[src/core/pab_pkg.sv]
// package: register map, field layout, states and carriers of the passthrough block decoder
package pab_pkg;
	// register byte offsets on the AXI4-Lite slave
	localparam logic [7:0] OFS_CB_W0 = 8'h00;
	localparam logic [7:0] OFS_CB_W1 = 8'h04;
	localparam logic [7:0] OFS_CB_W2 = 8'h08;
	localparam logic [7:0] OFS_CB_W3 = 8'h0C;
	localparam logic [7:0] OFS_CTRL = 8'h10;
	localparam logic [7:0] OFS_CFG = 8'h14;
	localparam logic [7:0] OFS_STATUS = 8'h18;
	localparam logic [7:0] OFS_RES_W0 = 8'h1C;
	localparam logic [7:0] OFS_RES_W1 = 8'h20;
	// reset values
	localparam logic [7:0] CFG_SIG_RST = 8'h00;
	localparam logic CFG_LUN_DEV_RST = 1'b0;
	// block layout
	localparam logic [7:0] SUBCMD_VALUE = 8'h24;
	localparam int BYTE_SIG = 0;
	localparam int BYTE_SUBCMD = 1;
	localparam int BYTE_FLAGS = 2;
	localparam int BYTE_MASK = 3;
	localparam int BYTE_COUNT = 4;
	localparam int BYTE_WR_BASE = 5;
	localparam int BYTE_DEVHEAD = 11;
	localparam int DEV_BIT_POS = 4;
	localparam int BSY_BIT_POS = 7;
	localparam int CFG_LUN_POS = 8;
	// taskfile register indices, matching the select mask bit order
	localparam logic [2:0] TF_ALT_STATUS = 3'h0;
	localparam logic [2:0] TF_DEVHEAD = 3'h6;
	localparam logic [3:0] TF_NONE = 4'h8;
	// status bit positions
	localparam int STS_BUSY = 0;
	localparam int STS_DONE = 1;
	localparam int STS_ATA = 2;
	localparam int STS_FAIL = 3;
	localparam int STS_HALT_DEV = 4;
	localparam int STS_HALT_PHASE = 5;
	localparam int STS_ROUTED = 6;
	// bus answers
	localparam logic [1:0] RESP_OKAY = 2'h0;
	localparam logic [1:0] RESP_SLVERR = 2'h2;

	// action flags in their bit order 7..0
	typedef struct packed {
		logic identify_data_flag;
		logic ultra_dma_flag;
		logic device_bit_source_flag;
		logic drive_error_continue_flag;
		logic phase_error_continue_flag;
		logic skip_status_poll_flag;
		logic late_device_select_flag;
		logic register_read_only_flag;
	} pab_flags_t;

	// one taskfile access request
	typedef struct packed {
		logic we;
		logic [2:0] addr;
		logic [7:0] wdata;
	} pab_tf_req_t;

	typedef enum logic [3:0] {
		ST_IDLE, ST_DECODE, ST_POLL, ST_SEL_EARLY, ST_WRITE, ST_SEL_LATE, ST_XFER, ST_READ, ST_DONE
	} pab_state_t;
endpackage

[src/core/pab_decode.sv]
// block recogniser: signature, subcommand, flags and field checks
`timescale 1ns/1ps
module pab_decode (
	// block and configuration
	input wire logic [127:0] i_block,
	input wire logic [7:0] i_signature,
	input wire logic i_lun_dev,
	// decoded fields
	output logic o_is_ata,
	output pab_pkg::pab_flags_t o_flags,
	output logic [7:0] o_mask,
	output logic o_count_ok,
	output logic [7:0] o_devhead
);
	logic [7:0] count;
	logic [7:0] dh_raw;
	logic dev;

	// recognition needs both leading bytes
	assign o_is_ata = (i_block[8*pab_pkg::BYTE_SIG +: 8] == i_signature) &&
		(i_block[8*pab_pkg::BYTE_SUBCMD +: 8] == pab_pkg::SUBCMD_VALUE);
	assign o_flags = pab_pkg::pab_flags_t'(i_block[8*pab_pkg::BYTE_FLAGS +: 8]);
	assign o_mask = i_block[8*pab_pkg::BYTE_MASK +: 8];
	// legal counts are zero or a single set bit
	assign count = i_block[8*pab_pkg::BYTE_COUNT +: 8];
	assign o_count_ok = ((count & (count - 8'h01)) == 8'h00);
	// device bit from the block or from the start-up assignment
	assign dh_raw = i_block[8*pab_pkg::BYTE_DEVHEAD +: 8];
	assign dev = o_flags.device_bit_source_flag ? dh_raw[pab_pkg::DEV_BIT_POS] : i_lun_dev;
	assign o_devhead = {dh_raw[7:5], dev, dh_raw[3:0]};
endmodule

[src/core/pab_result_mem.sv]
// eight-byte result store, byte writes, registered word reads
`timescale 1ns/1ps
module pab_result_mem (
	// clock
	input wire logic i_clk_sys,
	// write port
	input wire logic i_we,
	input wire logic [2:0] i_waddr,
	input wire logic [7:0] i_wdata,
	// read port
	input wire logic i_re,
	input wire logic i_rword,
	output logic [31:0] o_rdata
);
	logic [7:0] mem [0:7];

	// byte write
	always_ff @(posedge i_clk_sys) begin
		if (i_we) begin
			mem[i_waddr] <= i_wdata;
		end
	end

	// word read, byte 0 of a word in the low lane
	always_ff @(posedge i_clk_sys) begin
		if (i_re) begin
			o_rdata <= {mem[{i_rword, 2'h3}], mem[{i_rword, 2'h2}], mem[{i_rword, 2'h1}], mem[{i_rword, 2'h0}]};
		end
	end
endmodule

[src/core/pab_core.sv]
// passthrough block decoder and taskfile sequencer with AXI4-Lite registers
`timescale 1ns/1ps
module pab_core (
	// clock and reset
	input wire logic i_clk_sys,
	input wire logic i_rst,
	// axi4-lite write address and data
	input wire logic i_s_axi_awvalid,
	output logic o_s_axi_awready,
	input wire logic [7:0] i_s_axi_awaddr,
	input wire logic i_s_axi_wvalid,
	output logic o_s_axi_wready,
	input wire logic [31:0] i_s_axi_wdata,
	input wire logic [3:0] i_s_axi_wstrb,
	// axi4-lite write response
	output logic o_s_axi_bvalid,
	input wire logic i_s_axi_bready,
	output logic [1:0] o_s_axi_bresp,
	// axi4-lite read
	input wire logic i_s_axi_arvalid,
	output logic o_s_axi_arready,
	input wire logic [7:0] i_s_axi_araddr,
	output logic o_s_axi_rvalid,
	input wire logic i_s_axi_rready,
	output logic [31:0] o_s_axi_rdata,
	output logic [1:0] o_s_axi_rresp,
	// taskfile access port
	output logic o_tf_req,
	output pab_pkg::pab_tf_req_t o_tf_cmd,
	input wire logic i_tf_ack,
	input wire logic [7:0] i_tf_rdata,
	// data phase control
	output logic o_xfer_start,
	output logic o_xfer_udma,
	output logic o_xfer_ident,
	output logic o_xfer_abort,
	input wire logic i_xfer_done,
	input wire logic i_drive_err,
	input wire logic i_phase_err,
	// plain command path
	output logic o_plain_valid,
	output logic [127:0] o_plain_block
);
	////////////////////////////////////////////////////////////////////////
	logic aw_hold_q, w_hold_q, bvalid_q, rd_pend_q, rvalid_q, arready_q;
	logic awready_q, wready_q;
	logic [7:0] awaddr_q, araddr_q;
	logic [31:0] wdata_q, rdata_q;
	logic [3:0] wstrb_q;
	logic [1:0] bresp_q, rresp_q;
	logic [127:0] block_q;
	logic [7:0] sig_q;
	logic lun_dev_q, go_q;
	logic [6:0] status_q;
	pab_pkg::pab_state_t state_q;
	logic [3:0] idx_q;
	logic tf_req_q;
	pab_pkg::pab_tf_req_t tf_cmd_q;
	logic xfer_start_q, xfer_udma_q, xfer_ident_q, xfer_abort_q;
	logic plain_valid_q;
	logic [127:0] plain_block_q;
	logic dec_is_ata, dec_count_ok;
	pab_pkg::pab_flags_t flags;
	logic [7:0] mask, devhead;
	logic wr_fire, ar_fire, mem_we;
	logic [7:0] mem_wdata;
	logic [31:0] mem_rdata;

	// next selected register at or after a start index, device/head left out
	function automatic logic [3:0] next_sel(input logic [7:0] m, input logic [3:0] from);
		logic [3:0] r;
		r = pab_pkg::TF_NONE;
		for (int i = 7; i >= 0; i--) begin
			if (m[i] && (4'(i) >= from) && (3'(i) != pab_pkg::TF_DEVHEAD)) begin
				r = 4'(i);
			end
		end
		return r;
	endfunction

	// write value of one taskfile register out of bytes five onward
	function automatic logic [7:0] wr_value(input logic [127:0] b, input logic [2:0] a);
		return b[8*(pab_pkg::BYTE_WR_BASE + int'(a)) +: 8];
	endfunction

	////////////////////////////////////////////////////////////////////////
	pab_decode u_decode (
		.i_block(block_q),
		.i_signature(sig_q),
		.i_lun_dev(lun_dev_q),
		.o_is_ata(dec_is_ata),
		.o_flags(flags),
		.o_mask(mask),
		.o_count_ok(dec_count_ok),
		.o_devhead(devhead)
	);

	pab_result_mem u_result (
		.i_clk_sys(i_clk_sys),
		.i_we(mem_we),
		.i_waddr(idx_q[2:0]),
		.i_wdata(mem_wdata),
		.i_re(ar_fire),
		.i_rword(i_s_axi_araddr == pab_pkg::OFS_RES_W1),
		.o_rdata(mem_rdata)
	);

	////////////////////////////////////////////////////////////////////////
	// write channel capture, either order
	assign wr_fire = aw_hold_q && w_hold_q && !bvalid_q;
	always_ff @(posedge i_clk_sys) begin
		if (i_rst) begin
			aw_hold_q <= 1'b0;
			w_hold_q <= 1'b0;
			awaddr_q <= 8'h00;
			wdata_q <= 32'h0000_0000;
			wstrb_q <= 4'h0;
		end else begin
			if (i_s_axi_awvalid && !aw_hold_q) begin
				aw_hold_q <= 1'b1;
				awaddr_q <= i_s_axi_awaddr;
			end else if (wr_fire) begin
				aw_hold_q <= 1'b0;
			end
			if (i_s_axi_wvalid && !w_hold_q) begin
				w_hold_q <= 1'b1;
				wdata_q <= i_s_axi_wdata;
				wstrb_q <= i_s_axi_wstrb;
			end else if (wr_fire) begin
				w_hold_q <= 1'b0;
			end
		end
	end

	// readies as own flops, always the inverse of the hold flags
	always_ff @(posedge i_clk_sys) begin
		if (i_rst) begin
			awready_q <= 1'b1;
			wready_q <= 1'b1;
		end else begin
			if (i_s_axi_awvalid && !aw_hold_q) begin
				awready_q <= 1'b0;
			end else if (wr_fire) begin
				awready_q <= 1'b1;
			end
			if (i_s_axi_wvalid && !w_hold_q) begin
				wready_q <= 1'b0;
			end else if (wr_fire) begin
				wready_q <= 1'b1;
			end
		end
	end

	// write response, unmapped and read-only offsets answer slverr
	always_ff @(posedge i_clk_sys) begin
		if (i_rst) begin
			bvalid_q <= 1'b0;
			bresp_q <= pab_pkg::RESP_OKAY;
		end else if (wr_fire) begin
			bvalid_q <= 1'b1;
			unique case (awaddr_q)
				pab_pkg::OFS_CB_W0, pab_pkg::OFS_CB_W1, pab_pkg::OFS_CB_W2, pab_pkg::OFS_CB_W3,
				pab_pkg::OFS_CTRL, pab_pkg::OFS_CFG: bresp_q <= pab_pkg::RESP_OKAY;
				default: bresp_q <= pab_pkg::RESP_SLVERR;
			endcase
		end else if (i_s_axi_bready) begin
			bvalid_q <= 1'b0;
		end
	end

	// software-written block, config and start pulse; block frozen while busy
	always_ff @(posedge i_clk_sys) begin
		if (i_rst) begin
			block_q <= 128'h0;
			sig_q <= pab_pkg::CFG_SIG_RST;
			lun_dev_q <= pab_pkg::CFG_LUN_DEV_RST;
			go_q <= 1'b0;
		end else begin
			go_q <= 1'b0;
			if (wr_fire) begin
				for (int b = 0; b < 4; b++) begin
					if (wstrb_q[b] && state_q == pab_pkg::ST_IDLE && awaddr_q[7:4] == 4'h0) begin
						block_q[8*(4*int'(awaddr_q[3:2]) + b) +: 8] <= wdata_q[8*b +: 8];
					end
				end
				if (awaddr_q == pab_pkg::OFS_CFG && wstrb_q[0]) begin
					sig_q <= wdata_q[7:0];
				end
				if (awaddr_q == pab_pkg::OFS_CFG && wstrb_q[1]) begin
					lun_dev_q <= wdata_q[pab_pkg::CFG_LUN_POS];
				end
				if (awaddr_q == pab_pkg::OFS_CTRL && wstrb_q[0] && wdata_q[0] && state_q == pab_pkg::ST_IDLE) begin
					go_q <= 1'b1;
				end
			end
		end
	end

	////////////////////////////////////////////////////////////////////////
	// read channel, one cycle to fetch then hold until rready
	assign ar_fire = i_s_axi_arvalid && arready_q;
	always_ff @(posedge i_clk_sys) begin
		if (i_rst) begin
			arready_q <= 1'b1;
			rd_pend_q <= 1'b0;
			rvalid_q <= 1'b0;
			araddr_q <= 8'h00;
			rdata_q <= 32'h0000_0000;
			rresp_q <= pab_pkg::RESP_OKAY;
		end else if (ar_fire) begin
			arready_q <= 1'b0;
			rd_pend_q <= 1'b1;
			araddr_q <= i_s_axi_araddr;
		end else if (rd_pend_q) begin
			rd_pend_q <= 1'b0;
			rvalid_q <= 1'b1;
			rresp_q <= pab_pkg::RESP_OKAY;
			unique case (araddr_q)
				pab_pkg::OFS_CB_W0: rdata_q <= block_q[31:0];
				pab_pkg::OFS_CB_W1: rdata_q <= block_q[63:32];
				pab_pkg::OFS_CB_W2: rdata_q <= block_q[95:64];
				pab_pkg::OFS_CB_W3: rdata_q <= block_q[127:96];
				pab_pkg::OFS_CTRL: rdata_q <= 32'h0000_0000;
				pab_pkg::OFS_CFG: rdata_q <= {23'h0, lun_dev_q, sig_q};
				pab_pkg::OFS_STATUS: rdata_q <= {25'h0, status_q};
				pab_pkg::OFS_RES_W0, pab_pkg::OFS_RES_W1: rdata_q <= mem_rdata;
				default: begin
					rdata_q <= 32'h0000_0000;
					rresp_q <= pab_pkg::RESP_SLVERR;
				end
			endcase
		end else if (rvalid_q && i_s_axi_rready) begin
			rvalid_q <= 1'b0;
			arready_q <= 1'b1;
		end
	end

	////////////////////////////////////////////////////////////////////////
	// sequencer: decode, poll, select, write, transfer, read
	always_ff @(posedge i_clk_sys) begin
		if (i_rst) begin
			state_q <= pab_pkg::ST_IDLE;
			idx_q <= 4'h0;
		end else begin
			unique case (state_q)
				pab_pkg::ST_IDLE: if (go_q) state_q <= pab_pkg::ST_DECODE;
				pab_pkg::ST_DECODE: begin
					if (!dec_is_ata || !dec_count_ok) begin
						state_q <= pab_pkg::ST_DONE;
					end else if (!flags.skip_status_poll_flag) begin
						state_q <= pab_pkg::ST_POLL;
					end else if (!flags.late_device_select_flag) begin
						state_q <= pab_pkg::ST_SEL_EARLY;
					end else begin
						state_q <= flags.register_read_only_flag ? pab_pkg::ST_READ : pab_pkg::ST_WRITE;
					end
					idx_q <= flags.register_read_only_flag ? 4'h0 : next_sel(mask, 4'h0);
				end
				pab_pkg::ST_POLL: begin
					if (i_tf_ack && !i_tf_rdata[pab_pkg::BSY_BIT_POS]) begin
						if (!flags.late_device_select_flag) begin
							state_q <= pab_pkg::ST_SEL_EARLY;
						end else begin
							state_q <= flags.register_read_only_flag ? pab_pkg::ST_READ : pab_pkg::ST_WRITE;
						end
					end
				end
				pab_pkg::ST_SEL_EARLY: begin
					if (i_tf_ack) begin
						state_q <= flags.register_read_only_flag ? pab_pkg::ST_READ : pab_pkg::ST_WRITE;
					end
				end
				pab_pkg::ST_WRITE: begin
					if (idx_q == pab_pkg::TF_NONE) begin
						state_q <= flags.late_device_select_flag ? pab_pkg::ST_SEL_LATE : pab_pkg::ST_XFER;
					end else if (i_tf_ack) begin
						idx_q <= next_sel(mask, idx_q + 4'h1);
					end
				end
				pab_pkg::ST_SEL_LATE: begin
					if (i_tf_ack) begin
						state_q <= flags.register_read_only_flag ? pab_pkg::ST_DONE : pab_pkg::ST_XFER;
					end
				end
				pab_pkg::ST_XFER: begin
					if (i_drive_err && !flags.drive_error_continue_flag) begin
						state_q <= pab_pkg::ST_DONE;
					end else if (i_phase_err && !flags.phase_error_continue_flag) begin
						state_q <= pab_pkg::ST_DONE;
					end else if (i_xfer_done) begin
						state_q <= pab_pkg::ST_DONE;
					end
				end
				pab_pkg::ST_READ: begin
					if (!mask[idx_q[2:0]] || i_tf_ack) begin
						idx_q <= idx_q + 4'h1;
						if (idx_q[2:0] == 3'h7) begin
							state_q <= flags.late_device_select_flag ? pab_pkg::ST_SEL_LATE : pab_pkg::ST_DONE;
						end
					end
				end
				pab_pkg::ST_DONE: state_q <= pab_pkg::ST_IDLE;
			endcase
		end
	end

	// result bytes at offsets 0..7 by register index, zero when unselected
	assign mem_we = (state_q == pab_pkg::ST_READ) && (!mask[idx_q[2:0]] || i_tf_ack);
	assign mem_wdata = mask[idx_q[2:0]] ? i_tf_rdata : 8'h00;

	// taskfile request, held until acknowledged
	always_ff @(posedge i_clk_sys) begin
		if (i_rst) begin
			tf_req_q <= 1'b0;
			tf_cmd_q <= '0;
		end else begin
			tf_req_q <= 1'b0;
			tf_cmd_q <= '0;
			if (!i_tf_ack || !tf_req_q) begin
				unique case (state_q)
					pab_pkg::ST_POLL: begin
						tf_req_q <= 1'b1;
						tf_cmd_q <= '{we: 1'b0, addr: pab_pkg::TF_ALT_STATUS, wdata: 8'h00};
					end
					pab_pkg::ST_SEL_EARLY, pab_pkg::ST_SEL_LATE: begin
						tf_req_q <= 1'b1;
						tf_cmd_q <= '{we: 1'b1, addr: pab_pkg::TF_DEVHEAD, wdata: devhead};
					end
					pab_pkg::ST_WRITE: begin
						tf_req_q <= (idx_q != pab_pkg::TF_NONE);
						tf_cmd_q <= '{we: 1'b1, addr: idx_q[2:0], wdata: wr_value(block_q, idx_q[2:0])};
					end
					pab_pkg::ST_READ: begin
						tf_req_q <= mask[idx_q[2:0]];
						tf_cmd_q <= '{we: 1'b0, addr: idx_q[2:0], wdata: 8'h00};
					end
					default: begin
						tf_req_q <= 1'b0;
					end
				endcase
			end
		end
	end

	// data phase start with method and identify marking, abort on halting error
	always_ff @(posedge i_clk_sys) begin
		if (i_rst) begin
			xfer_start_q <= 1'b0;
			xfer_udma_q <= 1'b0;
			xfer_ident_q <= 1'b0;
			xfer_abort_q <= 1'b0;
		end else begin
			xfer_start_q <= 1'b0;
			xfer_abort_q <= 1'b0;
			if (state_q != pab_pkg::ST_XFER && !flags.register_read_only_flag &&
				((state_q == pab_pkg::ST_WRITE && idx_q == pab_pkg::TF_NONE && !flags.late_device_select_flag) ||
				(state_q == pab_pkg::ST_SEL_LATE && i_tf_ack))) begin
				xfer_start_q <= 1'b1;
				xfer_udma_q <= flags.ultra_dma_flag;
				xfer_ident_q <= flags.identify_data_flag;
			end
			if (state_q == pab_pkg::ST_XFER && !i_xfer_done &&
				((i_drive_err && !flags.drive_error_continue_flag) ||
				(i_phase_err && !flags.phase_error_continue_flag))) begin
				xfer_abort_q <= 1'b1;
			end
		end
	end

	// plain path hand-off of an unrecognised block, unchanged
	always_ff @(posedge i_clk_sys) begin
		if (i_rst) begin
			plain_valid_q <= 1'b0;
			plain_block_q <= 128'h0;
		end else begin
			plain_valid_q <= (state_q == pab_pkg::ST_DECODE) && !dec_is_ata;
			if (state_q == pab_pkg::ST_DECODE && !dec_is_ata) begin
				plain_block_q <= block_q;
			end
		end
	end

	// status: set to busy alone on start, sticky outcome bits
	always_ff @(posedge i_clk_sys) begin
		if (i_rst) begin
			status_q <= 7'h00;
		end else if (go_q) begin
			status_q <= 7'h01;
		end else begin
			if (state_q == pab_pkg::ST_DECODE) begin
				status_q[pab_pkg::STS_ATA] <= dec_is_ata;
				status_q[pab_pkg::STS_ROUTED] <= !dec_is_ata;
				status_q[pab_pkg::STS_FAIL] <= dec_is_ata && !dec_count_ok;
			end
			if (state_q == pab_pkg::ST_XFER && !i_xfer_done) begin
				if (i_drive_err && !flags.drive_error_continue_flag) status_q[pab_pkg::STS_HALT_DEV] <= 1'b1;
				else if (i_phase_err && !flags.phase_error_continue_flag) status_q[pab_pkg::STS_HALT_PHASE] <= 1'b1;
			end
			if (state_q == pab_pkg::ST_DONE) begin
				status_q[pab_pkg::STS_BUSY] <= 1'b0;
				status_q[pab_pkg::STS_DONE] <= 1'b1;
			end
		end
	end

	////////////////////////////////////////////////////////////////////////
	// outputs straight from flops
	assign o_s_axi_awready = awready_q;
	assign o_s_axi_wready = wready_q;
	assign o_s_axi_bvalid = bvalid_q;
	assign o_s_axi_bresp = bresp_q;
	assign o_s_axi_arready = arready_q;
	assign o_s_axi_rvalid = rvalid_q;
	assign o_s_axi_rdata = rdata_q;
	assign o_s_axi_rresp = rresp_q;
	assign o_tf_req = tf_req_q;
	assign o_tf_cmd = tf_cmd_q;
	assign o_xfer_start = xfer_start_q;
	assign o_xfer_udma = xfer_udma_q;
	assign o_xfer_ident = xfer_ident_q;
	assign o_xfer_abort = xfer_abort_q;
	assign o_plain_valid = plain_valid_q;
	assign o_plain_block = plain_block_q;

	////////////////////////////////////////////////////////////////////////
	// checks
	a_ata_recognised: assert property (@(posedge i_clk_sys) disable iff (i_rst)
		state_q == pab_pkg::ST_DECODE && dec_is_ata |=> !plain_valid_q && status_q[pab_pkg::STS_ATA])
		else $error("recognised block not taken as passthrough");
	a_plain_routed: assert property (@(posedge i_clk_sys) disable iff (i_rst)
		state_q == pab_pkg::ST_DECODE && !dec_is_ata |=> plain_valid_q && plain_block_q == $past(block_q)
		##1 state_q == pab_pkg::ST_IDLE && !tf_req_q)
		else $error("unrecognised block not routed unchanged");
	a_sig_byte: assert property (@(posedge i_clk_sys) disable iff (i_rst)
		dec_is_ata |-> block_q[7:0] == sig_q)
		else $error("signature byte mismatch accepted");
	a_subcmd_byte: assert property (@(posedge i_clk_sys) disable iff (i_rst)
		dec_is_ata |-> block_q[15:8] == pab_pkg::SUBCMD_VALUE)
		else $error("subcommand byte mismatch accepted");
	a_xfer_marks: assert property (@(posedge i_clk_sys) disable iff (i_rst)
		xfer_start_q |-> xfer_ident_q == flags.identify_data_flag && xfer_udma_q == flags.ultra_dma_flag)
		else $error("transfer marking differs from flags");
	a_devhead_bit: assert property (@(posedge i_clk_sys) disable iff (i_rst)
		tf_req_q && tf_cmd_q.we && tf_cmd_q.addr == pab_pkg::TF_DEVHEAD |-> tf_cmd_q.wdata[4] ==
		(flags.device_bit_source_flag ? block_q[8*pab_pkg::BYTE_DEVHEAD + 4] : lun_dev_q))
		else $error("device bit from wrong source");
	a_drive_halt: assert property (@(posedge i_clk_sys) disable iff (i_rst)
		state_q == pab_pkg::ST_XFER && i_drive_err && !flags.drive_error_continue_flag && !i_xfer_done
		|=> xfer_abort_q && status_q[pab_pkg::STS_HALT_DEV] && state_q == pab_pkg::ST_DONE)
		else $error("drive error did not halt");
	a_phase_halt: assert property (@(posedge i_clk_sys) disable iff (i_rst)
		state_q == pab_pkg::ST_XFER && !i_drive_err && i_phase_err && !flags.phase_error_continue_flag
		&& !i_xfer_done |=> xfer_abort_q && status_q[pab_pkg::STS_HALT_PHASE])
		else $error("phase error did not halt");
	a_poll_busy: assert property (@(posedge i_clk_sys) disable iff (i_rst)
		state_q == pab_pkg::ST_POLL && i_tf_ack && i_tf_rdata[7] |=> state_q == pab_pkg::ST_POLL)
		else $error("left polling while busy");
	a_late_select: assert property (@(posedge i_clk_sys) disable iff (i_rst)
		state_q == pab_pkg::ST_SEL_LATE |-> flags.late_device_select_flag && $past(state_q) != pab_pkg::ST_POLL)
		else $error("late selection out of order");
	a_read_no_xfer: assert property (@(posedge i_clk_sys) disable iff (i_rst)
		flags.register_read_only_flag && status_q[pab_pkg::STS_BUSY] |-> !xfer_start_q)
		else $error("data phase during register read");
	a_zero_unsel: assert property (@(posedge i_clk_sys) disable iff (i_rst)
		state_q == pab_pkg::ST_READ && !mask[idx_q[2:0]] |-> mem_we && mem_wdata == 8'h00 && !tf_req_q)
		else $error("unselected result not zero");
	a_bad_count: assert property (@(posedge i_clk_sys) disable iff (i_rst)
		state_q == pab_pkg::ST_DECODE && dec_is_ata && !dec_count_ok |=> status_q[pab_pkg::STS_FAIL]
		&& state_q == pab_pkg::ST_DONE)
		else $error("illegal count not failed");
endmodule

[config.mk]
export PLATFORM = sky130hd
export DESIGN_NAME = pab_core
export DESIGN_NICKNAME = d
export VERILOG_FILES = /design/src/core/pab_pkg.sv /design/src/core/pab_decode.sv /design/src/core/pab_result_mem.sv /design/src/core/pab_core.sv
export SDC_FILE = /design/constraint.sdc
export NUM_CORES = 1
export LEC_CHECK = 0
export BUFFER_PORTS_ARGS = -buffer_cell sky130_fd_sc_hd__buf_2
export CAP_MARGIN = 25
export CELL_PAD_IN_SITES_DETAIL_PLACEMENT = 0
export CELL_PAD_IN_SITES_GLOBAL_PLACEMENT = 2
export CORE_MARGIN = 2
export CORE_UTILIZATION = 32
export DETAILED_ROUTE_END_ITERATION = 16
export GPL_ROUTABILITY_DRIVEN = 0
export MAX_ROUTING_LAYER = met4
export PLACE_DENSITY = 0.82
export SETUP_SLACK_MARGIN = 0.4
export SYNTH_ARGS = -nofsm -noshare
export SYNTH_HDL_FRONTEND = slang
export SYNTH_SLANG_ARGS = --single-unit
[constraint.sdc]
create_clock -name i_clk_sys -period 3 [get_ports i_clk_sys]
set_input_delay 0.45 -clock i_clk_sys [delete_from_list [all_inputs] [get_ports i_clk_sys]]
set_output_delay 0.45 -clock i_clk_sys [all_outputs]
set_load 0.02 [all_outputs]
## Word-level counts from Yosys, hierarchy flattened

Memories as Yosys holds them, arrays and structs flattened. A register that Yosys moved wholly into a read port is not among the register bits.
Cells that the tools add are included.

| word-level totals | value |
|---|---|
| logic and storage cells | 277 |
| input bits | 71 |
| output and inout bits | 187 |
| bits in registers | 395 |
| bits in writable memories | 64 |
| memories | 1 |

| cells by class | value |
|---|---|
| shift-type cells | 9 |
| equal/unequal tests | 39 |
| add/sub/neg operators | 10 |
| order comparisons | 8 |
| reduce and logical (&&, ||, !) cells | 88 |
| multiplexer cells | 81 |
| bitwise logic cells | 5 |

Memories:

| memory | depth | width | rd ports | clocked after Yosys merged registers in | wr ports | RTL line | text |
|---|---|---|---|---|---|---|---|
| u_result.mem | 8 | 8 | 4 | 4 | 1 | pab_result_mem.sv:15 | `logic [7:0] mem [0:7];` |

Operators with widths:

| kind | count |
|---|---|
| $mux W128 | 10 |
| $bwmux W128 | 4 |
| $shift A8 B33 Y128 const A | 4 |
| $shiftx A8 B33 Y128 | 4 |
| $pmux W32 S7 | 1 |
| $shiftx A128 B8 Y8 | 1 |
| $mux W4 | 31 |
| $neg A8 Y33 | 3 |
| $eq A8 B5 Y1 const B | 6 |
| $logic_and A1 B1 Y1 | 40 |
| $pmux W12 S3 | 1 |
| $pmux W4 S9 | 1 |
| $neg A7 Y33 | 1 |
| $eq A8 B4 Y1 const B | 4 |
| $eq A8 B6 Y1 const B | 3 |
| $logic_not A8 Y1 | 3 |
| $mux W1 | 23 |
| $ne A2 B2 Y1 const B | 9 |
| $eq A4 B3 Y1 const B | 4 |
| $eq A8 B3 Y1 const B | 2 |
| $logic_not A1 Y1 | 14 |
| $ge A3 B4 Y1 const A | 3 |
| $pmux W4 S3 | 1 |
| $reduce_and A2 Y1 | 6 |
| other kinds (34) | 61 |

## Longest topological paths before layout

Gate-level depths: netlist (run 1).

| logic depth | value |
|---|---|
| depth in word-level cells | 16 |
| gate-level depth with buffers | 10 |
| mapped depth without buffers | 8 |

## Modules after synthesis

From an unflattened synthesis (run 1), not the netlist that was laid out.

| second synthesis, totals | value |
|---|---|
| cells, all modules | 2,188 |
| area total of the unflattened synthesis | 20,287.0 um^2 |

By module, submodules not included:

| module | sequential area each (um^2) | times used | cells an instance | area an instance (um^2) |
|---|---|---|---|---|
| pab_core | 7,867.5 | 1 | 1,999 | 16,423.3 |
| pab_result_mem | 2,882.8 | 1 | 140 | 3,504.6 |
| pab_decode | 0.0 | 1 | 49 | 359.1 |

## Least setup slack after synthesis (run 1)

No wires, ideal clock.

| timing | value |
|---|---|
| path kind | flip-flop to flip-flop |
| from | register idx_q[2] |
| to | memory u_result.mem[4][0] (enable) |
| data arrival time | 2.588 ns |
| data required time | 2.602 ns |
| path buffers | 1 |
| path slack | 0.014 ns |
| cell stages (with the launch flop) | 7 |
| library setup time | 0.398 ns |
| path through | dfxtp_1 -> buf_2 -> mux2i_1 -> o22ai_1 -> nor3_1 -> o21ai_1 -> nor4b_1 |

| between the ends | value |
|---|---|
| cells in the longest elaborated chain, start to end | 7 |

Ends and longest elaborated chain:

| what | RTL line | text |
|---|---|---|
| start, declared | pab_core.sv:56 | `logic [3:0] idx_q;` |
| start signal, assigned | pab_core.sv:257 | `idx_q <= flags.register_read_only_flag ? 4'h0 : next_sel(mask, 4'h0);` |
| start signal, assigned | pab_core.sv:277 | `idx_q <= next_sel(mask, idx_q + 4'h1);` |
| start signal, assigned | pab_core.sv:296 | `idx_q <= idx_q + 4'h1;` |
| $bmux W1 S3 | pab_core.sv:308 | `assign mem_we = (state_q == pab_pkg::ST_READ) && (!mask[idx_q[2:0]] \|\| i_tf_ack);` |
| $mux W1 (implied by the code) | pab_core.sv:308 |  |
| $logic_not A1 Y1 | pab_core.sv:308 |  |
| $logic_or A1 B1 Y1 | pab_core.sv:308 |  |
| $logic_and A1 B1 Y1 | pab_core.sv:308 |  |
| $mux W1 | pab_result_mem.sv:19 | `if (i_we) begin` |
| $mux W1 (implied by the code) | pab_result_mem.sv:20 | `mem[i_waddr] <= i_wdata;` |
| end, declared | pab_result_mem.sv:15 |  |

Several ways; a longest one is shown, not always the timed one. The select of a mux whose other input is x is not followed.

## Final worst setup path (run 1)

| timing | value |
|---|---|
| from | register block_q[4] |
| to | register plain_block_q[6] (netlist: o_plain_block[6]) |

| between the ends | value |
|---|---|
| cells in the longest elaborated chain, start to end | 4 |

Ends and longest elaborated chain:

| what | RTL line | text |
|---|---|---|
| start, declared | pab_core.sv:51 | `logic [127:0] block_q;` |
| start signal, assigned by index | pab_core.sv:183 | `block_q[8*(4*int'(awaddr_q[3:2]) + b) +: 8] <= wdata_q[8*b +: 8];` |
| $eq A8 B8 Y1 | pab_decode.sv:20 | `assign o_is_ata = (i_block[8*pab_pkg::BYTE_SIG +: 8] == i_signature) &&` |
| $logic_and A1 B1 Y1 | pab_decode.sv:20 |  |
| $logic_not A1 Y1 | pab_core.sv:377 | `if (state_q == pab_pkg::ST_DECODE && !dec_is_ata) begin` |
| $logic_and A1 B1 Y1 | pab_core.sv:377 |  |
| end signal, assigned | pab_core.sv:378 | `plain_block_q <= block_q;` |
| end, declared | pab_core.sv:61 | `logic [127:0] plain_block_q;` |

No other way between the ends.
A chain may end at the register's enable or synchronous reset.

==> results of run 1 <==
==> metal layers <==
layer	vias to the layer above	wire [µm]	part of all wire	track usage
met3	108	4880	0.063	0.0357
li1	8438	-	-	-
met2	732	36800	0.48	0.381
met5	-	0	0	-
met1	8820	33100	0.43	0.309
met4	0	2110	0.027	0.0676
==> cell usage after synthesis (all sizes together), types with 14 or more instances <==
| master | count | share of area |
|---|---|---|
| and2 | 31 | 0.0097 |
| nor2b | 18 | 0.0056 |
| nand3 | 134 | 0.033 |
| edfxtp | 96 | 0.14 |
| o21ai | 52 | 0.013 |
| nand2b | 16 | 0.0050 |
| dfxtp | 393 | 0.39 |
| a22oi | 73 | 0.027 |
| mux2i | 17 | 0.0085 |
| nand2 | 580 | 0.11 |
| mux2 | 36 | 0.020 |
| clkbuf | 127 | 0.024 |
| buf | 45 | 0.012 |
| a21oi | 394 | 0.098 |
| and3 | 18 | 0.0056 |
| nor2 | 55 | 0.010 |
| nor3 | 21 | 0.0052 |
| nor4 | 16 | 0.0050 |
| ha | 14 | 0.0087 |
==> worst min-delay path by stage <==
stage,from,cells past startpoint,slack (ps),to
3_5_place_dp,o_s_axi_rdata[13],2,440,o_s_axi_rdata[13]
4_1_cts,i_s_axi_wstrb[3],3,60,wstrb_q[3]
2_1_floorplan,awaddr_q[7],2,430,awaddr_q[7]
5_1_grt,i_s_axi_wstrb[3],3,70,wstrb_q[3]
3_3_place_gp,o_s_axi_rdata[15],2,440,o_s_axi_rdata[15]
6_report,i_s_axi_wdata[17],3,90,wdata_q[17]
==> timing repair <==
action                     CTS  global route
resized for setup            0             9
buffers inserted             0             1
setup endpoints to repair    0            85
==> metrics by stage <==
stage / utilization / instance area (µm²) / std cells / hold WS [ps]
after CTS: 0.389 / 24100 / 3377 / 60.4
after global routing: 0.390 / 24100 / 3381 / 73.7
after global placement: 0.361 / 22300 / 3280 / 440
after detailed placement: 0.361 / 22300 / 3280 / 444
after floorplan: - / 20000 / 2287 / 431
final: 0.390 / 24100 / 3381 / 90.0
==> worst max-delay path, delay by kind of cell, from the launching register on <==
kind	cells	cell delay [ps]
AND/OR/NAND/NOR	4	1460
flip-flops	1	490
buffers and inverters	1	270
XOR/XNOR	1	110
AO/OA/AOI/OAI	1	70
==> power by group <==
group	leakage (nW)	internal [W]	switching [W]
clock	0.859	0.00380	0.00278
combinational	3.80	0.000818	0.00207
sequential	4.07	0.00688	0.000237
==> layout make-up <==
class / instances / area, µm² / share of cell area
clock buffer: 72 / 1520 / 0.0630
inverter: 12 / 45.0 / 0.00187
timing repair buffer: 329 / 1920 / 0.0797
sequential: 489 / 10800 / 0.446
clock inverter: 25 / 214 / 0.00887
antenna: 1 / 2.50 / 0.000104
tap: 837 / 1050 / 0.0434
multi-input combinational: 1616 / 8610 / 0.357
==> kinds of logic after synthesis <==
family / share of synthesized area
AO/OA/AOI/OAI: 0.171
XOR/XNOR: 0.00525
adder cells (fa/ha/maj): 0.00924
buffers and inverters: 0.0382
flip-flops: 0.537
multiplexers: 0.0321
other: 0.000187
AND/OR/NAND/NOR: 0.208
==> state kept, by name, summed over array words and instances, names as in the netlist, 12 cells and up <==
signal and flops:
block_q 128, o_plain_block 128, o_s_axi_rdata 32, o_tf_cmd 12, u_result.mem 64, u_result.o_rdata 32
wdata_q 32
==> flow_metrics.tcl, run 1 <==
set metrics [dict create \
    critPathLaunch "block_q[4]" \
    via_count 18100 \
    finish.net_count 2586 \
    powerDensity_mw_per_mm2 688 \
    ant_nets 0 \
    start_util 0.324 \
    drtPass1Iterations 6 \
    avgSynthCellArea_um2 8.76 \
    finalHoldViolations 0 \
    min_period_ps 2570 \
    portBuffers 255 \
    synthArstFlopShare 0 \
    clock_path_buffers 3 \
    cts-buffers-inserted 53 \
    gr-total-overflow 0 \
    grt_max_degree 100 \
    cts_tree "yes" \
    place_ws_ps 433 \
    syn_area_mm2 0.0200 \
    crit_slowest_cell "nor4_1" \
    setup_violations 0 \
    grt_first_pass_wirelength_um 112000 \
    cts-root-buf "clkbuf_16" \
    setup_tns_ps 0 \
    first_global_vias 17000 \
    dr.first_iter.drc_count 1799 \
    final_common_cell "nand2_1" \
    io_pins 258 \
    cp.required_ps 3460 \
    drt-wirelength-per-cell_um 22.7 \
    drt-total-wl_um 76900 \
    dp_hpwl_um 54700 \
    synth_seq_cells 489 \
    cts_htree_levels 2 \
    p_total_w 0.0166 \
    outcome "complete, no violations" \
    synth_cell_type_count 73 \
    slew_violations 0 \
    core.rowCount 91 \
    synth_edf_count 96 \
    drc_errors 0 \
    coreArea_mm2 0.0618 \
    hold_path.class "primary input to register" \
    setup_slack_ps 429 \
    yosysWarningCount 0 \
    fp.dieH_um 254 \
    drive_gt1_frac 0.188 \
    reg2reg_slack_ps 430 \
    fillCellCount 6257 \
    rsz0062_at_grt "no" \
    endpoint_kind "register" \
    fin_crit_sh 0.857 \
    synth-seq-area-share 0.537 \
    holdBufCountCts 0 \
    cp_max_fo 31 \
    cts.sinks 489 \
    reg2reg_from "block_q[4]" \
    dieArea_mm2 0.0646 \
    grt_use_total 0.237 \
    drv_cap 0 \
    max_freq_mhz 389 \
    worstReg2RegEnd "o_plain_block[6]" \
    ff2ff_path_depth 7 \
    clk_pin_slew_ps 60 \
    routed_via_density 5.35 \
    worstMarginPinSlew_ps 878 \
    max_slew_margin 0.413 \
    arrival_ps 3030 \
    ir_drop_v 0.000371 \
    ys.flop_type "dfxtp_1" \
    grt_antenna_before_repair 1 \
    worstSkewPairLatency_ps 610 \
    max_stage_delay_ps 520 \
    cp_cell_sequence "xor2_1, nor4_1, nand4_1, buf_4, and2_2, nand2_1, a21oi_1" \
    start_kind "register" \
    mostFrequentLayoutCells "nand2_1 (577), a21oi_1 (393), dfxtp_1 (392)" \
    area_growth_pct 20.3 \
    crit_type "register to register" \
    finalClockSkew_ps 19.2 \
    netlist_instances 2286 \
    fp.dieW_um 254 \
    leakage_nw 8.73 \
    crit_path_end "o_plain_block[6]" \
]
No activity file was read; power rests on OpenSTA's default activity.
==> run 2, diff against run 1 <==
--- a/config.mk
+++ b/config.mk
@@ -13,7 +13,6 @@
 export CORE_UTILIZATION = 32
 export DETAILED_ROUTE_END_ITERATION = 16
 export GPL_ROUTABILITY_DRIVEN = 0
-export MAX_ROUTING_LAYER = met4
 export PLACE_DENSITY = 0.82
 export SETUP_SLACK_MARGIN = 0.4
 export SYNTH_ARGS = -nofsm -noshare
==> run 2 against run 1 <==
Cell area about the same. Sequential cell count unchanged. Largest power group unchanged. Via count down 0.24%. Largest cell class unchanged. Combinational power hardly changed.
==> flow_metrics.tcl, run 2 (synthesis gave the netlist of run 1 again) <==
set metrics [dict create \
    core.rowCount 91 \
    dr.first_iter.drc_count 1831 \
    outcome "complete, no violations" \
    arrival_ps 3010 \
    powerDensity_mw_per_mm2 688 \
    dp_hpwl_um 54700 \
    crit_type "register to register" \
    hold_path.class "primary input to register" \
    max_slew_margin 0.386 \
    cts.sinks 489 \
    reg2reg_from "block_q[4]" \
    min_period_ps 2560 \
    dieArea_mm2 0.0646 \
    max_freq_mhz 391 \
    gr-total-overflow 0 \
    cts-buffers-inserted 53 \
    antennaDiodeCount 0 \
    worstSkewPairLatency_ps 600 \
    cts_tree "yes" \
    fp.dieW_um 254 \
    io_pins 258 \
    grt_use_total 0.230 \
    area_growth_pct 20.3 \
    finalClockSkew_ps 15.1 \
    drt-total-wl_um 77000 \
    hold_start "i_s_axi_wdata[17]" \
    ant_nets 0 \
    routed_via_density 5.34 \
    crit_slowest_cell "nor4_1" \
    cp_max_fo 31 \
    portBuffers 255 \
    first_global_vias 17000 \
    cp_cell_sequence "xor2_1, nor4_1, nand4_1, buf_4, and2_2, nand2_1, a21oi_1" \
    finalHoldViolations 0 \
    grt_first_pass_wirelength_um 112000 \
    cp.required_ps 3450 \
    finish.net_count 2586 \
    drc_errors 0 \
    cts_htree_levels 2 \
    leakage_nw 8.73 \
    setup_tns_ps 0 \
    fp.dieH_um 254 \
    hold_slack_ps 90.7 \
    worstMarginPinSlew_ps 919 \
    final_common_cell "nand2_1" \
    slew_violations 0 \
    max_stage_delay_ps 510 \
    grt_max_degree 100 \
    mostFrequentLayoutCells "nand2_1 (577), a21oi_1 (393), dfxtp_1 (392)" \
    drtPass1Iterations 6 \
    endpoint_kind "register" \
    via_count 18100 \
    final_area_mm2 0.0241 \
    ir_drop_v 0.000369 \
    start_util 0.324 \
    setup_violations 0 \
    drive_gt1_frac 0.188 \
    rsz0062_at_grt "no" \
    clk_pin_slew_ps 60 \
    start_kind "register" \
    fin_crit_sh 0.853 \
    drv_cap 0 \
    holdBufCountCts 0 \
    clock_path_buffers 3 \
    postPlaceCellArea_mm2 0.0223 \
    critPathLaunch "block_q[4]" \
    drt-wirelength-per-cell_um 22.8 \
    cts-root-buf "clkbuf_16" \
    grt_antenna_before_repair 2 \
    coreArea_mm2 0.0618 \
]
-- run 2: worst max-delay path, delay by kind of cell, from the launching register on --
kind                      cells  cell delay, ps
and+or+nand+nor               4            1440
DFF                           1             490
buffers and inverters         1             270
xor gates and xnor gates      1             110
AOI/OAI and AO/OA             1              70
-- run 2: per-layer routing --
metal  up-vias  wire (µm)  GRT usage  share of wire
met2       703      36700      0.381           0.48
met4         2       2180     0.0671          0.028
met3       108       4910     0.0380          0.064
li1       8428          -          -              -
met5         -         12          0        0.00016
met1      8813      33200      0.307           0.43
-- run 2: repair_timing --
action / CTS / global route
resized for setup: 0 / 9
setup endpoints to repair: 0 / 93
setup buffers: 0 / 1
-- run 2: where the power goes --
| part | total [W] | internal, W | switching, W |
|---|---|---|---|
| logic | 0.00288 | 0.000818 | 0.00207 |
| clock network | 0.00658 | 0.00380 | 0.00278 |
| registers | 0.00712 | 0.00688 | 0.000240 |
-- run 2: cell type report --
class,count,area (µm²)
clock buffer,72,1520
fill,6258,37700
clock inverter,25,214
inverter,12,45.0
tap,837,1050
sequential,489,10800
multi-input combinational,1616,8610
timing repair buffer,329,1920
-- run 2: worst paths after layout --
| check | endpoint | slack [ps] | cells past startpoint |
|---|---|---|---|
| max | o_plain_block[6] | 440 | 7 |
| min | wdata_q[17] | 90 | 3 |
| max reg2reg | o_plain_block[6] | 440 | 7 |
| min reg2reg | o_plain_block[33] | 450 | 2 |
-- run 2: through the flow --
| step | total power, W | std cells | util | worst slack (ps) |
|---|---|---|---|---|
| final | 0.0166 | 3380 | 0.390 | 441 |
| after global routing | 0.0172 | 3380 | 0.390 | 413 |
| after CTS | 0.0166 | 3377 | 0.389 | 417 |
| after detailed placement | 0.0100 | 3280 | 0.361 | 433 |
| after global placement | 0.00997 | 3280 | 0.361 | 465 |
| after floorplan | 0.00897 | 2287 | - | 163 |
==> run 3, diff against run 2 <==
--- a/config.mk
+++ b/config.mk
@@ -5,7 +5,7 @@
 export SDC_FILE = /design/constraint.sdc
 export NUM_CORES = 1
 export LEC_CHECK = 0
-export BUFFER_PORTS_ARGS = -buffer_cell sky130_fd_sc_hd__buf_2
+export BUFFER_PORTS_ARGS = -buffer_cell sky130_fd_sc_hd__buf_4
 export CAP_MARGIN = 25
 export CELL_PAD_IN_SITES_DETAIL_PLACEMENT = 0
 export CELL_PAD_IN_SITES_GLOBAL_PLACEMENT = 2
==> run 3 against run 2 <==
Hold slack better by 8.0 ps. Routed wire length down 1.8%. Clock-buffer cell count down 1. Sequential share of layout area down 1.1 points. Non-clock buffer count up 2. Power about the same. Cell area up 2.6%. Final cell count about the same. Via count down 0.28%. Sequential power about the same.
==> flow_metrics.tcl, run 3 (synthesis gave the netlist of run 1 again) <==
set metrics [dict create \
    dp_hpwl_um 54100 \
    finalHoldViolations 0 \
    crit_path_end "o_s_axi_rdata[28]" \
    via_count 18000 \
    hold_start "i_s_axi_wdata[24]" \
    dieArea_mm2 0.0646 \
    cts-buffers-inserted 53 \
    cts-root-buf "clkbuf_16" \
    ant_nets 0 \
    final_common_cell "nand2_1" \
    powerDensity_mw_per_mm2 670 \
    dr.first_iter.drc_count 1991 \
    area_growth_pct 23.5 \
    cts_htree_levels 2 \
    io_pins 258 \
    holdBufCountCts 0 \
    gr-total-overflow 0 \
    crit_type "register to register" \
    grt_first_pass_wirelength_um 110000 \
    reg2reg_from "araddr_q[0]" \
    finalClockSkew_ps 18.0 \
    drc_errors 0 \
    grt_antenna_before_repair 1 \
    clock_path_buffers 3 \
    arrival_ps 3050 \
    coreArea_mm2 0.0618 \
    leakage_nw 8.75 \
    cp_max_fo 22 \
    multi_input_area_mm2 0.00860 \
    finish.net_count 2587 \
    setup_violations 0 \
    fillCellCount 6224 \
    portBuffers 255 \
    drive_gt1_frac 0.183 \
    hold_path.class "primary input to register" \
    start_kind "register" \
    ir_drop_v 0.000409 \
    fin_crit_sh 0.847 \
    rsz0062_at_grt "no" \
    min_period_ps 2540 \
    grt_use_total 0.226 \
    cp.required_ps 3510 \
    max_freq_mhz 394 \
    slew_violations 0 \
    grt_max_degree 158 \
    clk_pin_slew_ps 60 \
    outcome "complete, no violations" \
    reg2reg_slack_ps 460 \
    drv_cap 0 \
    seqCellArea_mm2 0.0108 \
    start_util 0.324 \
    worstSkewPairLatency_ps 600 \
    placedCellCount 3281 \
    drtPass1Iterations 6 \
    final_cells 3378 \
    critPathLaunch "araddr_q[0]" \
    routed_via_density 5.33 \
    hold_slack_ps 98.7 \
    drt-wirelength-per-cell_um 22.4 \
    max_slew_margin 0.418 \
    first_global_vias 17100 \
    fp.dieW_um 254 \
    mostFrequentLayoutCells "nand2_1 (579), a21oi_1 (393), dfxtp_1 (392)" \
    antennaDiodeCount 0 \
    endpoint_kind "register" \
    ff2ff_path_depth 8 \
    worstReg2RegEnd "o_s_axi_rdata[28]" \
    cts.sinks 489 \
    core.rowCount 91 \
    worstMarginPinSlew_ps 865 \
    fp.dieH_um 254 \
    setup_tns_ps 0 \
    cts_tree "yes" \
    drt-total-wl_um 75700 \
]
==> run 3: cell count changes in the layout (fill, tap and decap cells not counted), moves of 2 or more <==
cell       change
clkinv_2       -7
clkinv_1       +2
nand2_1        +2
bufinv_16      +3
clkbuf_8       -4
buf_2        -254
nand2_2        -2
buf_4        +256
clkbuf_1       +4
==> run 3: through the flow <==
stage	total power [W]	instance area (µm²)	utilization	setup WS, ps
after global placement	0.00999	23000	0.371	466
after CTS	0.0166	24700	0.399	461
after floorplan	0.00897	20000	-	163
after global routing	0.0172	24700	0.400	412
final	0.0166	24700	0.400	460
after detailed placement	0.0100	23000	0.371	492
==> run 3: per-layer routing <==
metal	wire, µm	track usage	vias up
met3	5270	0.0368	129
li1	-	-	8421
met1	32500	0.304	8765
met4	2630	0.0822	2
met2	35300	0.366	686
met5	13	0	-
==> run 3: how the worst min path moves through the flow <==
stage                         to  cells after the start
6_report             wdata_q[24]                      3
5_1_grt              wdata_q[16]                      3
4_1_cts              wdata_q[24]                      3
3_5_place_dp   o_s_axi_rdata[20]                      2
3_3_place_gp         awaddr_q[7]                      2
2_1_floorplan        awaddr_q[7]                      2
==> run 3: final cells by class <==
type	instances	area share
Clock inverter	23	0.0109
Tap cell	837	0.0423
Timing Repair Buffer	331	0.104
Multi-Input combinational cell	1615	0.348
Inverter	12	0.00182
Clock buffer	71	0.0588
Sequential cell	489	0.435
==> run 3: report_power, final <==
part           switching (W)  internal (W)
Sequential          0.000234       0.00688
Clock                0.00270       0.00389
Combinational        0.00203      0.000832
==> run 3: repair_timing <==
action,4_1_cts,5_1_grt
endpoints found under the setup margin,0,110
setup buffers,0,2
gates resized for setup,0,7
==> run 3: worst max-delay path: stages (launching register included) <==
cell     delay (ps)
dfxtp_1         320
or2_2           400
nor3b_4         190
buf_4           330
buf_4           300
a22oi_1         120
a21oi_1         430
o21ai_1         170
a21oi_1         170
